<file path="src/inc/csp_pkg.sv">
package csp_pkg;

   // Clock and timing.
   localparam int unsigned CLK_FREQ_MHZ      = 50;
   localparam int unsigned CLK_PERIOD_NS     = 20;
   localparam int unsigned DELAY_STEP_NS     = 1;
   localparam int unsigned DELAY_STEP_CYCLES_RAW = (DELAY_STEP_NS * CLK_FREQ_MHZ + 999) / 1000;
   localparam int unsigned DELAY_STEP_CYCLES = (DELAY_STEP_CYCLES_RAW < 1) ? 1 : DELAY_STEP_CYCLES_RAW;
   localparam int unsigned DELAY_MAX_CODE    = 7;

   // Delay register layout, shared by both delay registers.
   localparam int unsigned DLY_REG_W    = 9;
   localparam int unsigned DLY_FIELD_W  = 3;
   localparam int unsigned DLY_LO_POS   = 0;
   localparam int unsigned DLY_MID_POS  = 3;
   localparam int unsigned DLY_HI_POS   = 6;
   localparam logic [8:0]  DLY_RESET    = 9'h000;

   // Polarity register layout; a cleared bit means active low.
   localparam int unsigned POL_W          = 6;
   localparam int unsigned POL_BLACK_POS  = 0;
   localparam int unsigned POL_VIDEO_POS  = 1;
   localparam int unsigned POL_CONV_POS   = 2;
   localparam int unsigned POL_CLAMP_POS  = 3;
   localparam int unsigned POL_CAL_POS    = 4;
   localparam int unsigned POL_SPARE_POS  = 5;
   localparam logic [5:0]  POL_RESET      = 6'h00;

   // Number of synchronised timing pin inputs.
   localparam int unsigned PIN_W         = 5;

   // One-shot line mode clamp length in pixels.
   localparam int unsigned SINGLE_WINDOW_LINE_MODE_CLAMP_PIXELS = 4;
   localparam int unsigned PIX_CNT_W            = 3;

endpackage

</file>
<file path="src/hdl/csp_sync2.sv">
`timescale 1ns/1ns
module csp_sync2
#(
   parameter int unsigned WIDTH = 1
)
(
   input  wire logic             clk_sys,
   input  wire logic             reset_n,
   input  wire logic [WIDTH-1:0] async_in,
   output logic      [WIDTH-1:0] sync_out
);

   logic [WIDTH-1:0] meta_reg;

   // The first stage feeds only the second stage.
   always_ff @(posedge clk_sys or negedge reset_n)
   begin
      if (!reset_n)
      begin
         meta_reg <= '0;
         sync_out <= '0;
      end
      else
      begin
         meta_reg <= async_in;
         sync_out <= meta_reg;
      end
   end

endmodule

</file>
<file path="src/hdl/csp_edge_delay.sv">
`timescale 1ns/1ns
module csp_edge_delay
#(
   parameter int unsigned STEP = 1
)
(
   input  wire logic       clk_sys,
   input  wire logic       reset_n,
   input  wire logic       level_in,
   input  wire logic [2:0] lead_code,
   input  wire logic [2:0] trail_code,
   output logic            level_out
);

   localparam int unsigned DEPTH = 7 * STEP + 1;

   logic [DEPTH-1:0] hist_reg;
   logic [DEPTH-1:0] hist_next;
   logic             lead_tap;
   logic             trail_tap;
   logic             level_next;

   // Tap index grows by one step per code, so the delay is monotonic.
   assign hist_next  = {hist_reg[DEPTH-2:0], level_in};
   assign lead_tap   = hist_reg[32'(lead_code) * STEP];
   assign trail_tap  = hist_reg[32'(trail_code) * STEP];
   // Union or overlap of the taps; a pulse narrower than the code gap may split or vanish.
   assign level_next = (lead_code <= trail_code) ? (lead_tap | trail_tap) : (lead_tap & trail_tap);

   always_ff @(posedge clk_sys or negedge reset_n)
   begin
      if (!reset_n)
      begin
         hist_reg  <= '0;
         level_out <= 1'b0;
      end
      else
      begin
         hist_reg  <= hist_next;
         level_out <= level_next;
      end
   end

endmodule

</file>
<file path="src/hdl/csp_phase_gen.sv">
// Overview of operation
// - Option clear: video switch after delayed black end.
// - Option set: video switch follows video pulse only.
// - Reject disabled: reset reject switch stays closed.
// - Reject enabled: open at video end, close at black.
// - Two delay registers, three 3-bit fields each.
// - Delays follow polarity-defined leading and trailing edges.
// - First low field delays black leading edge.
// - First middle field delays black trailing edge.
// - Second low field delays video switch leading edge.
// - Second middle field delays video trailing edge.
// - Second high field adds after black trailing delay.
// - First high field delays converter clock both edges.
// - Two-signal mode: clamp restores, window marks black.
// - Isolate bit disconnects sampler during vertical shift.
// - Order clear: shift from window end to clamp.
// - Order set: shift from clamp end to window.
// - Line order bit also goes to calibration.
// - One-shot: clamp first four pixels, rest calibrate.
// - One-shot isolation period comes from clamp input.
// - Six polarity bits, all reset to active low.
`timescale 1ns/1ns
module csp_phase_gen
(
   input  wire logic       clk_sys,
   input  wire logic       reset_n,
   input  wire logic       black_sample_pulse,
   input  wire logic       video_sample_pulse,
   input  wire logic       converter_clock,
   input  wire logic       clamp_pin,
   input  wire logic       cal_window_pin,
   input  wire logic       delay_first_wr,
   input  wire logic       delay_second_wr,
   input  wire logic       polarity_wr,
   input  wire logic [8:0] delay_wdata,
   input  wire logic [5:0] polarity_wdata,
   input  wire logic       video_switch_option,
   input  wire logic       reset_pulse_reject_enable,
   input  wire logic       vshift_isolate,
   input  wire logic       line_order_select,
   input  wire logic       single_window_line_mode,
   output logic [8:0]      sample_edge_delay_first,
   output logic [8:0]      sample_edge_delay_second,
   output logic [5:0]      polarity_bits,
   output logic            black_switch_on,
   output logic            video_switch_on,
   output logic            reset_reject_switch_on,
   output logic            converter_clock_delayed,
   output logic            clamp_switch_on,
   output logic            calib_black_window,
   output logic            input_isolate,
   output logic            calib_line_order
);

   localparam int unsigned STEP = csp_pkg::DELAY_STEP_CYCLES;
   localparam int unsigned HI_DEPTH = 7 * STEP + 1;

   // Register file.
   logic [8:0] dly_first_reg;
   logic [8:0] dly_first_next;
   logic [8:0] dly_second_reg;
   logic [8:0] dly_second_next;
   logic [5:0] pol_reg;
   logic [5:0] pol_next;

   assign dly_first_next  = delay_first_wr ? delay_wdata : dly_first_reg;
   assign dly_second_next = delay_second_wr ? delay_wdata : dly_second_reg;
   assign pol_next        = polarity_wr ? polarity_wdata : pol_reg;

   always_ff @(posedge clk_sys or negedge reset_n)
   begin
      if (!reset_n)
      begin
         dly_first_reg  <= csp_pkg::DLY_RESET;
         dly_second_reg <= csp_pkg::DLY_RESET;
         pol_reg        <= csp_pkg::POL_RESET;
      end
      else
      begin
         dly_first_reg  <= dly_first_next;
         dly_second_reg <= dly_second_next;
         pol_reg        <= pol_next;
      end
   end

   // Delay fields.
   logic [2:0] a_lo;
   logic [2:0] a_mid;
   logic [2:0] a_hi;
   logic [2:0] b_lo;
   logic [2:0] b_mid;
   logic [2:0] b_hi;

   assign a_lo  = dly_first_reg[csp_pkg::DLY_LO_POS +: csp_pkg::DLY_FIELD_W];
   assign a_mid = dly_first_reg[csp_pkg::DLY_MID_POS +: csp_pkg::DLY_FIELD_W];
   assign a_hi  = dly_first_reg[csp_pkg::DLY_HI_POS +: csp_pkg::DLY_FIELD_W];
   assign b_lo  = dly_second_reg[csp_pkg::DLY_LO_POS +: csp_pkg::DLY_FIELD_W];
   assign b_mid = dly_second_reg[csp_pkg::DLY_MID_POS +: csp_pkg::DLY_FIELD_W];
   assign b_hi  = dly_second_reg[csp_pkg::DLY_HI_POS +: csp_pkg::DLY_FIELD_W];

   // Pin synchronisation; all timing pins come from another clock domain.
   logic [4:0] pins_raw;
   logic [4:0] pins_sync;

   assign pins_raw = {cal_window_pin, clamp_pin, converter_clock, video_sample_pulse, black_sample_pulse};

   csp_sync2
   #(
      .WIDTH (csp_pkg::PIN_W)
   )
   u_sync
   (
      .clk_sys  (clk_sys),
      .reset_n  (reset_n),
      .async_in (pins_raw),
      .sync_out (pins_sync)
   );

   // Polarity selection: a cleared bit means the pin is active low.
   logic blk_act;
   logic vid_act;
   logic conv_act;
   logic clamp_act;
   logic cal_act;

   assign blk_act   = ~(pins_sync[0] ^ pol_reg[csp_pkg::POL_BLACK_POS]);
   assign vid_act   = ~(pins_sync[1] ^ pol_reg[csp_pkg::POL_VIDEO_POS]);
   assign conv_act  = ~(pins_sync[2] ^ pol_reg[csp_pkg::POL_CONV_POS]);
   assign clamp_act = ~(pins_sync[3] ^ pol_reg[csp_pkg::POL_CLAMP_POS]);
   assign cal_act   = ~(pins_sync[4] ^ pol_reg[csp_pkg::POL_CAL_POS]);

   // Previous values for edge detection on the polarity-corrected levels.
   logic blk_prev_reg;
   logic vid_prev_reg;
   logic clamp_prev_reg;
   logic cal_prev_reg;
   logic blk_del_prev_reg;

   // Black switch: leading edge by first low field, trailing by first middle field.
   logic blk_del;

   csp_edge_delay
   #(
      .STEP (STEP)
   )
   u_black_dly
   (
      .clk_sys    (clk_sys),
      .reset_n    (reset_n),
      .level_in   (blk_act),
      .lead_code  (a_lo),
      .trail_code (a_mid),
      .level_out  (blk_del)
   );

   // Converter clock: same delay on both edges.
   logic conv_del;

   csp_edge_delay
   #(
      .STEP (STEP)
   )
   u_conv_dly
   (
      .clk_sys    (clk_sys),
      .reset_n    (reset_n),
      .level_in   (conv_act),
      .lead_code  (a_hi),
      .trail_code (a_hi),
      .level_out  (conv_del)
   );

   // Video switch source. The extra delay counts from the already delayed black
   // trailing edge, so it stacks on top of the first middle field.
   logic                blk_end_evt;
   logic                vid_end_evt;
   logic                vid_start_evt;
   logic                blk_start_evt;
   logic [HI_DEPTH-1:0] blk_end_hist_reg;
   logic [HI_DEPTH-1:0] blk_end_hist_next;
   logic                vid_open_evt;
   logic                vid_src_reg;
   logic                vid_src_next;
   logic                vid_raw;

   assign blk_end_evt       = blk_del_prev_reg & ~blk_del;
   assign blk_start_evt     = blk_act & ~blk_prev_reg;
   assign vid_end_evt       = vid_prev_reg & ~vid_act;
   assign vid_start_evt     = vid_act & ~vid_prev_reg;
   assign blk_end_hist_next = {blk_end_hist_reg[HI_DEPTH-2:0], blk_end_evt};
   assign vid_open_evt      = blk_end_hist_next[32'(b_hi) * STEP];
   assign vid_src_next      = vid_open_evt ? 1'b1 : (vid_end_evt ? 1'b0 : vid_src_reg);
   assign vid_raw           = video_switch_option ? vid_act : vid_src_reg;

   logic vid_del;

   csp_edge_delay
   #(
      .STEP (STEP)
   )
   u_video_dly
   (
      .clk_sys    (clk_sys),
      .reset_n    (reset_n),
      .level_in   (vid_raw),
      .lead_code  (b_lo),
      .trail_code (b_mid),
      .level_out  (vid_del)
   );

   // Reset reject switch: opened after the video sample, closed at the next black sample.
   logic rr_closed_reg;
   logic rr_closed_next;

   assign rr_closed_next = !reset_pulse_reject_enable ? 1'b1 :
                           blk_start_evt ? 1'b1 :
                           vid_end_evt ? 1'b0 : rr_closed_reg;

   // Line rate logic.
   logic                 cal_start_evt;
   logic                 cal_end_evt;
   logic                 clamp_start_evt;
   logic                 clamp_end_evt;
   logic [2:0]           pix_cnt_reg;
   logic [2:0]           pix_cnt_next;
   logic                 pix_tick;
   logic                 early_pixels;
   logic                 clamp_next;
   logic                 calib_next;
   logic                 vshift_reg;
   logic                 vshift_next;
   logic                 vshift_level;
   logic                 isolate_next;

   assign cal_start_evt   = cal_act & ~cal_prev_reg;
   assign cal_end_evt     = cal_prev_reg & ~cal_act;
   assign clamp_start_evt = clamp_act & ~clamp_prev_reg;
   assign clamp_end_evt   = clamp_prev_reg & ~clamp_act;

   // Pixels are counted on completed video samples inside the window.
   assign pix_tick     = cal_act & vid_end_evt & (pix_cnt_reg != 3'(csp_pkg::SINGLE_WINDOW_LINE_MODE_CLAMP_PIXELS));
   assign pix_cnt_next = cal_start_evt ? 3'h0 : (pix_tick ? pix_cnt_reg + 3'h1 : pix_cnt_reg);
   assign early_pixels = cal_act & (pix_cnt_reg < 3'(csp_pkg::SINGLE_WINDOW_LINE_MODE_CLAMP_PIXELS));

   assign clamp_next = single_window_line_mode ? early_pixels : clamp_act;
   assign calib_next = single_window_line_mode ? (cal_act & ~early_pixels) : cal_act;

   // Vertical shift interval tracking for the two-signal mode.
   assign vshift_next = line_order_select ?
                        (clamp_end_evt ? 1'b1 : (cal_start_evt ? 1'b0 : vshift_reg)) :
                        (cal_end_evt ? 1'b1 : (clamp_start_evt ? 1'b0 : vshift_reg));
   assign vshift_level = single_window_line_mode ? clamp_act : vshift_reg;
   assign isolate_next = vshift_isolate & vshift_level;

   always_ff @(posedge clk_sys or negedge reset_n)
   begin
      if (!reset_n)
      begin
         blk_prev_reg     <= 1'b1;
         vid_prev_reg     <= 1'b1;
         clamp_prev_reg   <= 1'b1;
         cal_prev_reg     <= 1'b1;
         blk_del_prev_reg <= 1'b0;
         blk_end_hist_reg <= '0;
         vid_src_reg      <= 1'b0;
         rr_closed_reg    <= 1'b1;
         pix_cnt_reg      <= 3'h0;
         vshift_reg       <= 1'b0;
      end
      else
      begin
         blk_prev_reg     <= blk_act;
         vid_prev_reg     <= vid_act;
         clamp_prev_reg   <= clamp_act;
         cal_prev_reg     <= cal_act;
         blk_del_prev_reg <= blk_del;
         blk_end_hist_reg <= blk_end_hist_next;
         vid_src_reg      <= vid_src_next;
         rr_closed_reg    <= rr_closed_next;
         pix_cnt_reg      <= pix_cnt_next;
         vshift_reg       <= vshift_next;
      end
   end

   // Output stage; every output leaves from a flip-flop.
   always_ff @(posedge clk_sys or negedge reset_n)
   begin
      if (!reset_n)
      begin
         sample_edge_delay_first  <= csp_pkg::DLY_RESET;
         sample_edge_delay_second <= csp_pkg::DLY_RESET;
         polarity_bits            <= csp_pkg::POL_RESET;
         black_switch_on          <= 1'b0;
         video_switch_on          <= 1'b0;
         reset_reject_switch_on   <= 1'b1;
         converter_clock_delayed  <= 1'b0;
         clamp_switch_on          <= 1'b0;
         calib_black_window       <= 1'b0;
         input_isolate            <= 1'b0;
         calib_line_order         <= 1'b0;
      end
      else
      begin
         sample_edge_delay_first  <= dly_first_reg;
         sample_edge_delay_second <= dly_second_reg;
         polarity_bits            <= pol_reg;
         black_switch_on          <= blk_del;
         video_switch_on          <= vid_del;
         reset_reject_switch_on   <= rr_closed_reg;
         converter_clock_delayed  <= conv_del;
         clamp_switch_on          <= clamp_next;
         calib_black_window       <= calib_next;
         input_isolate            <= isolate_next;
         calib_line_order         <= line_order_select;
      end
   end

   // The source keeps clamp and window apart in the two-signal mode; if both
   // arrive together they are passed through unchanged.
   // The window is expected to cover the longest black run of a line.

endmodule

</file>
<file path="config.mk">
export PLATFORM = sky130hd
export DESIGN_NAME = csp_phase_gen
export DESIGN_NICKNAME = d
export VERILOG_FILES = /design/src/inc/csp_pkg.sv /design/src/hdl/csp_sync2.sv /design/src/hdl/csp_edge_delay.sv /design/src/hdl/csp_phase_gen.sv
export SDC_FILE = /design/constraint.sdc
export NUM_CORES = 1
export LEC_CHECK = 0
export ABC_AREA = 1
export ABC_CLOCK_PERIOD_IN_PS = 1320
export BUFFER_PORTS_ARGS = -buffer_cell sky130_fd_sc_hd__buf_2
export CAP_MARGIN = 20
export CORE_UTILIZATION = 35
export DETAILED_ROUTE_END_ITERATION = 7
export GPL_TIMING_DRIVEN = 0
export PLACE_DENSITY = 0.53
export SETUP_SLACK_MARGIN = 0.02
export SLEW_MARGIN = 20
export SYNTH_ARGS = -nofsm -noshare
export SYNTH_HDL_FRONTEND = slang
export SYNTH_HIERARCHICAL = 1
export SYNTH_SLANG_ARGS = --single-unit
</file>
<file path="constraint.sdc">
create_clock -name clk_sys -period 1.32 [get_ports clk_sys]
set_input_delay 0.132 -clock clk_sys [delete_from_list [all_inputs] [get_ports clk_sys]]
set_output_delay 0.132 -clock clk_sys [all_outputs]
set_load 0.005 [all_outputs]
</file>
After elaboration in Yosys (flattened, before gate mapping)
Cells that the tools add are included.
- add/sub/neg operators: 1
- eq/ne operators: 3
- muxes and demuxes: 29
- magnitude comparators: 9
- reduce and logical (&&, ||, !) cells: 4
- bitwise logic cells: 31
- operators by type and width (operator ; number):
    3-bit by 4-bit < comparator with 1-bit output (second input constant) ; 6
    1-bit 2-to-1 mux ; 21
    1-bit binary-select mux with 3-bit select ; 6
    1-bit bitwise AND ; 14
    1-bit inverter ; 10
    3-bit less-or-equal comparator ; 2
    3-bit 2-to-1 mux ; 2
    3-bit by 1-bit != test with 1-bit output (second input constant) ; 2
    1-bit XOR ; 5
    2-bit nonzero test ; 2
    3-bit by 1-bit adder with 3-bit output (second input constant) ; 1
    3-bit < comparator (second input constant) ; 1
    3-bit != test (second input constant) ; 1
    3-bit nonzero test ; 1
    1-bit bitwise OR ; 2
    2-bit AND reduction ; 1
- word-level logic and storage cells: 108
- bits in registers: 110
- output and inout bits: 32
- bits of input ports: 30

Logic depth before layout (Yosys ltp)
- depth in word-level cells: 6
- mapped depth: 9
- depth with buffers taken out: 9

Modules after synthesis
Netlist, hierarchy kept.
- modules (own cells, without submodules) (module ; area an instance (um^2) ; times used ; cells an instance ; seq. area each (um^2)):
    csp_phase_gen ; 2591.2 ; 1 ; 210 ; 1834.3
    csp_edge_delay ; 504.2 ; 3 ; 67 ; 225.2
    csp_sync2 ; 250.2 ; 1 ; 10 ; 250.2

Least setup slack after synthesis
OpenSTA, ideal clock, no wires.
- kind: flip-flop to flip-flop
- start: register dly_first_reg[7]
- end: register u_conv_dly.level_out
- required time: 1.204 ns
- arrival time: 1.254 ns
- clock period less this slack: 1.370 ns
- stages on the path, launching flop included: 9
- path slack: -0.050 ns
- setup time: 0.116 ns
- buffers on the path: 0
- path through: dfrtp_1 inv_1 ha_1 nand2_1 clkinv_2 a22oi_2 nand2_1 nand2_1 nand2_1
- cells in the longest elaborated chain, start to end: 2
- ends and longest elaborated chain (what ; RTL line ; text):
    from (decl) ; csp_phase_gen.sv:59 ; logic [8:0] dly_first_reg;
    from (signal assigned) ; csp_phase_gen.sv:74 ; dly_first_reg <= csp_pkg::DLY_RESET;
    from (signal assigned) ; csp_phase_gen.sv:80 ; dly_first_reg <= dly_first_next;
    1-bit binary-select mux with 3-bit select ; csp_edge_delay.sv:25, csp_edge_delay.sv:26 ;
    1-bit 2-to-1 mux (not written as such) ; csp_edge_delay.sv:25, csp_edge_delay.sv:26 ;
    via u_conv_dly.level_next ; csp_edge_delay.sv:21 ; logic level_next;
    to (signal assigned) ; csp_edge_delay.sv:40 ; level_out <= level_next;
    to (decl) ; csp_edge_delay.sv:12 ; output logic level_out
The timed path passes the listed nets, and every way through them passes these cells. The select of a mux whose other input is x is not followed.
A chain may end at the register's enable or synchronous reset.

Worst setup path in the final report
- start: register dly_first_reg[4]
- end: register u_black_dly.level_out
- cells in the longest elaborated chain, start to end: 4
- elaborated cells between the ends (all ways): 6
- those cells by class: order compare: 1; mux: 3; bitwise: 2
- ends and longest elaborated chain (what ; RTL line ; text):
    1-bit binary-select mux with 3-bit select ; csp_edge_delay.sv:26 ; assign trail_tap = hist_reg[32'(trail_code) * STEP];
    1-bit 2-to-1 mux (not written as such) ; csp_edge_delay.sv:26 ;
    1-bit bitwise AND / 1-bit bitwise OR (equally long branches) ; csp_edge_delay.sv:28 ; assign level_next = (lead_code <= trail_code) ? (lead_tap | trail_tap) : (lead_tap & trail_tap);
    1-bit 2-to-1 mux * ; csp_edge_delay.sv:28 ;
    via u_black_dly.level_next ; csp_edge_delay.sv:21 ;
    to (signal assigned) ; csp_edge_delay.sv:40 ;
    to (decl) ; csp_edge_delay.sv:12 ;
The timed path passes the listed nets; every way through them passes the cells marked *. The select of a mux whose other input is x is not followed.

==> flow_summary.yaml <==
finish:
  area_growth_pct: 28.48
  num_antenna_cells: 0
  layout.cells.non_filler: 701
  nFillCells: 1143
  nets: 569
  drive_gt1_share_pct: 32.65
run:
  max_cap_viol_count: 0
power_and_ir_drop:
  p_int_mw: 6.030
  combPwrFrac_pct: 17.2
  clkPwrFrac_pct: 32.9
  p_leak_nw: 2.910
  peakVddDrop_mv: 0.6406
  seqPwrFrac_pct: 49.8
  p_sw_share_pct: 27.52
  p_switching_mw: 2.290
  powerDensity_nw_per_um2: 1487
grt:
  grt_max_degree: 61
  overflow: 0
  grt_pass1_wl_um: 13920
  grtUsageTotal_pct: 14.00
  grt_pass1_vias: 2922
  antenna_found_initial: 0
floorplan:
  die_height_um: 113.5
  io_pins: 62
  initial_core_util_pct: 36.10
  die_area_um2: 12890
  core_area_um2: 12060
  rows: 40
  die_w_um: 113.5
sta:
  period_share_pct: 99.14
  drv_slew: 0
  rsz0062_at_grt: "yes"
  fin_skew_ns: 0.009162
  setup_violations: 0
  tightest_slew_ns: 0.4723
  max_slew_margin_pct: 68.51
  setup_ws_ns: 0.01139
  final.setup.tns_ns: 0
  max_freq_mhz: 764.2
  hold_viol: 0
  layout_min_cycle_time_ns: 1.309
route:
  drtPass1Iterations: 5
  drt_iter0_markers: 90
  via_per_inst: 4.310
  post_drt_wl_per_cell_um: 11.62
  routed-via-count: 3021
  drc: 0
  postRouteWirelength_um: 8146
  antenna_left: 0
critical_path:
  path_delay_family: "flip-flops"
  cp.required_ns: 1.56
  crit_path_end_kind: "flip-flop"
  worstSetupStartpointType: "flip-flop"
  worst_ep_arrival_time_ns: 1.55
  setup.worst_path.start: "dly_first_reg[4]"
  cp_max_fo: 2
  slowest_delay_ns: 0.38
  r2r_start: "dly_first_reg[4]"
  path_cells: "inv_2, ha_1, nand2_2, clkinv_2, a22oi_2, nand2_1, nand2_1, nand2_1"
  crit_type: "flip-flop to flip-flop"
  crit_slowest_cell: "dfrtp_1"
  r2r_setup_slack_ns: 0.01
  crit_top_cell: "nand2_1"
  cp_num_buf_inv: 2
placement:
  dpl.cell_count: 649
  dp_hpwl_um: 5456
  port_buffers: 59
  dp_slack_ns: -0.1491
  finalWeightedCongestion: 0.7853
clocking:
  clk_latency_ns: 0.35
  cts_max_level: 3
  clock-sinks: 110
  cts_tree: "built"
  cts_root_buf: "clkbuf_16"
  cts_inserted_buffers: 9
  cts_buffer_depth: 2
  clk_pin_slew_worst_paths_ns: 0.07
synth:
  synth_fp_nets: 462
  ys_types: 26
  ys_seq_area_share_pct: 63.39
  netlist_area_um2: 4354
  synthCells: 421
  syn_area_per_cell_um2: 10.34
  yosysWarningCount: 6
  synth_seq_cells: 110
min_path:
  hp-class: "input pin to flip-flop"
  holdCritStartpoint: "polarity_wdata[2]"
outcome:
  outcome: "finished clean"
## cells in the mapped netlist (all sizes together)
library cell	instances	share of area [%]
a21oi	4	0.46
a22o	1	0.20
a22oi	3	0.86
a31oi	1	0.14
buf	6	0.69
clkinv	3	0.34
dfrtp	104	60
dfstp	6	3.6
ha	11	3.2
inv	78	6.7
mux2	17	4.4
nand2	125	11
nand3	31	3.7
nand3b	1	0.46
nor2	5	0.55
o211ai	10	1.7
o21a	1	0.17
o21ai	11	1.3
or2	1	0.14
xnor2	1	0.20
xor2	1	0.20
## power groups by stage
| stage | clock, mW | combinational [mW] | sequential [mW] |
|---|---|---|---|
| after detailed placement | 0 | 1.22 | 4.24 |
| after CTS | 2.84 | 1.41 | 4.15 |
| after floorplan | 0 | 0.803 | 4.18 |
| after global routing | 2.98 | 1.65 | 4.22 |
| after global placement | 0 | 1.18 | 4.22 |
| final | 2.74 | 1.43 | 4.15 |
## metal layers
metal  share of wire, %  routed length (um)  GRT usage [%]  vias up
li1                   -                   -              -     1524
met1                 48                3900          18.21     1425
met2                 46                3763          21.71       63
met3                4.5                 363          4.091        9
met4                1.4                 118          6.316        0
met5                  0                   0              0        -
## through the flow
step	hold slack (ns)	power (mW)	utilization [%]	instance area (um2)
global placement	0.2405	5.407	40.30	4861
finish	0.01618	8.320	46.38	5594
CTS	0.004296	8.402	45.87	5533
detailed placement	0.1114	5.462	40.58	4895
floorplan	-0.1636	4.981	-	4355
global route	0.01610	8.847	46.38	5594
## repair_timing
action                                 in CTS  in global routing
setup endpoints to repair                   3                  5
resized for setup                          13                  8
endpoints found under the hold margin      59                  0
pin swaps                                   6                  4
setup buffers                              17                  3
hold buffers                               16                  0
## final timing paths
check,endpoint,depth (start not counted)
worst min-delay path,pol_reg[2],2
max in group asynchronous,dly_first_reg[6],3
min in group asynchronous,u_black_dly/hist_reg[5],2
worst max-delay path,u_black_dly/level_out,8
worst min register to register,video_switch_on,0
worst max register to register,u_black_dly/level_out,8
## cells in the final DEF (no fill, tap or decap), types with 4 or more instances in the layout
cell,n
nand2_1,114
dfrtp_1,98
buf_2,64
inv_1,62
nand3_1,29
buf_4,20
mux2_2,17
dlygate4sd3_1,16
inv_2,15
nand2_2,11
o211ai_1,10
clkbuf_16,9
o21ai_0,7
ha_1,6
dfstp_2,6
dfrtp_2,6
ha_4,5
o21ai_1,4
a21oi_1,4
## cells by family after synthesis
family	share of synthesized area, %
compound gates	4.828
buf+inv	7.759
flops	63.39
simple gates	16.06
mux	4.396
fa+ha+maj	3.161
xor+xnor	0.4024
## final cells by class
| class | instances | area (um2) | area share, % |
|---|---|---|---|
| repair buffers | 96 | 639.4 | 11.43 |
| flip-flops and latches | 110 | 2768 | 49.47 |
| plain buffers | 6 | 30.03 | 0.5368 |
| clock buffers | 9 | 225.2 | 4.026 |
| multi-input cells | 224 | 1331 | 23.80 |
| inverters | 81 | 311.5 | 5.569 |
| clock inverters | 7 | 78.83 | 1.409 |
| well taps | 168 | 210.2 | 3.758 |
Power figures use the tool's default switching activity.
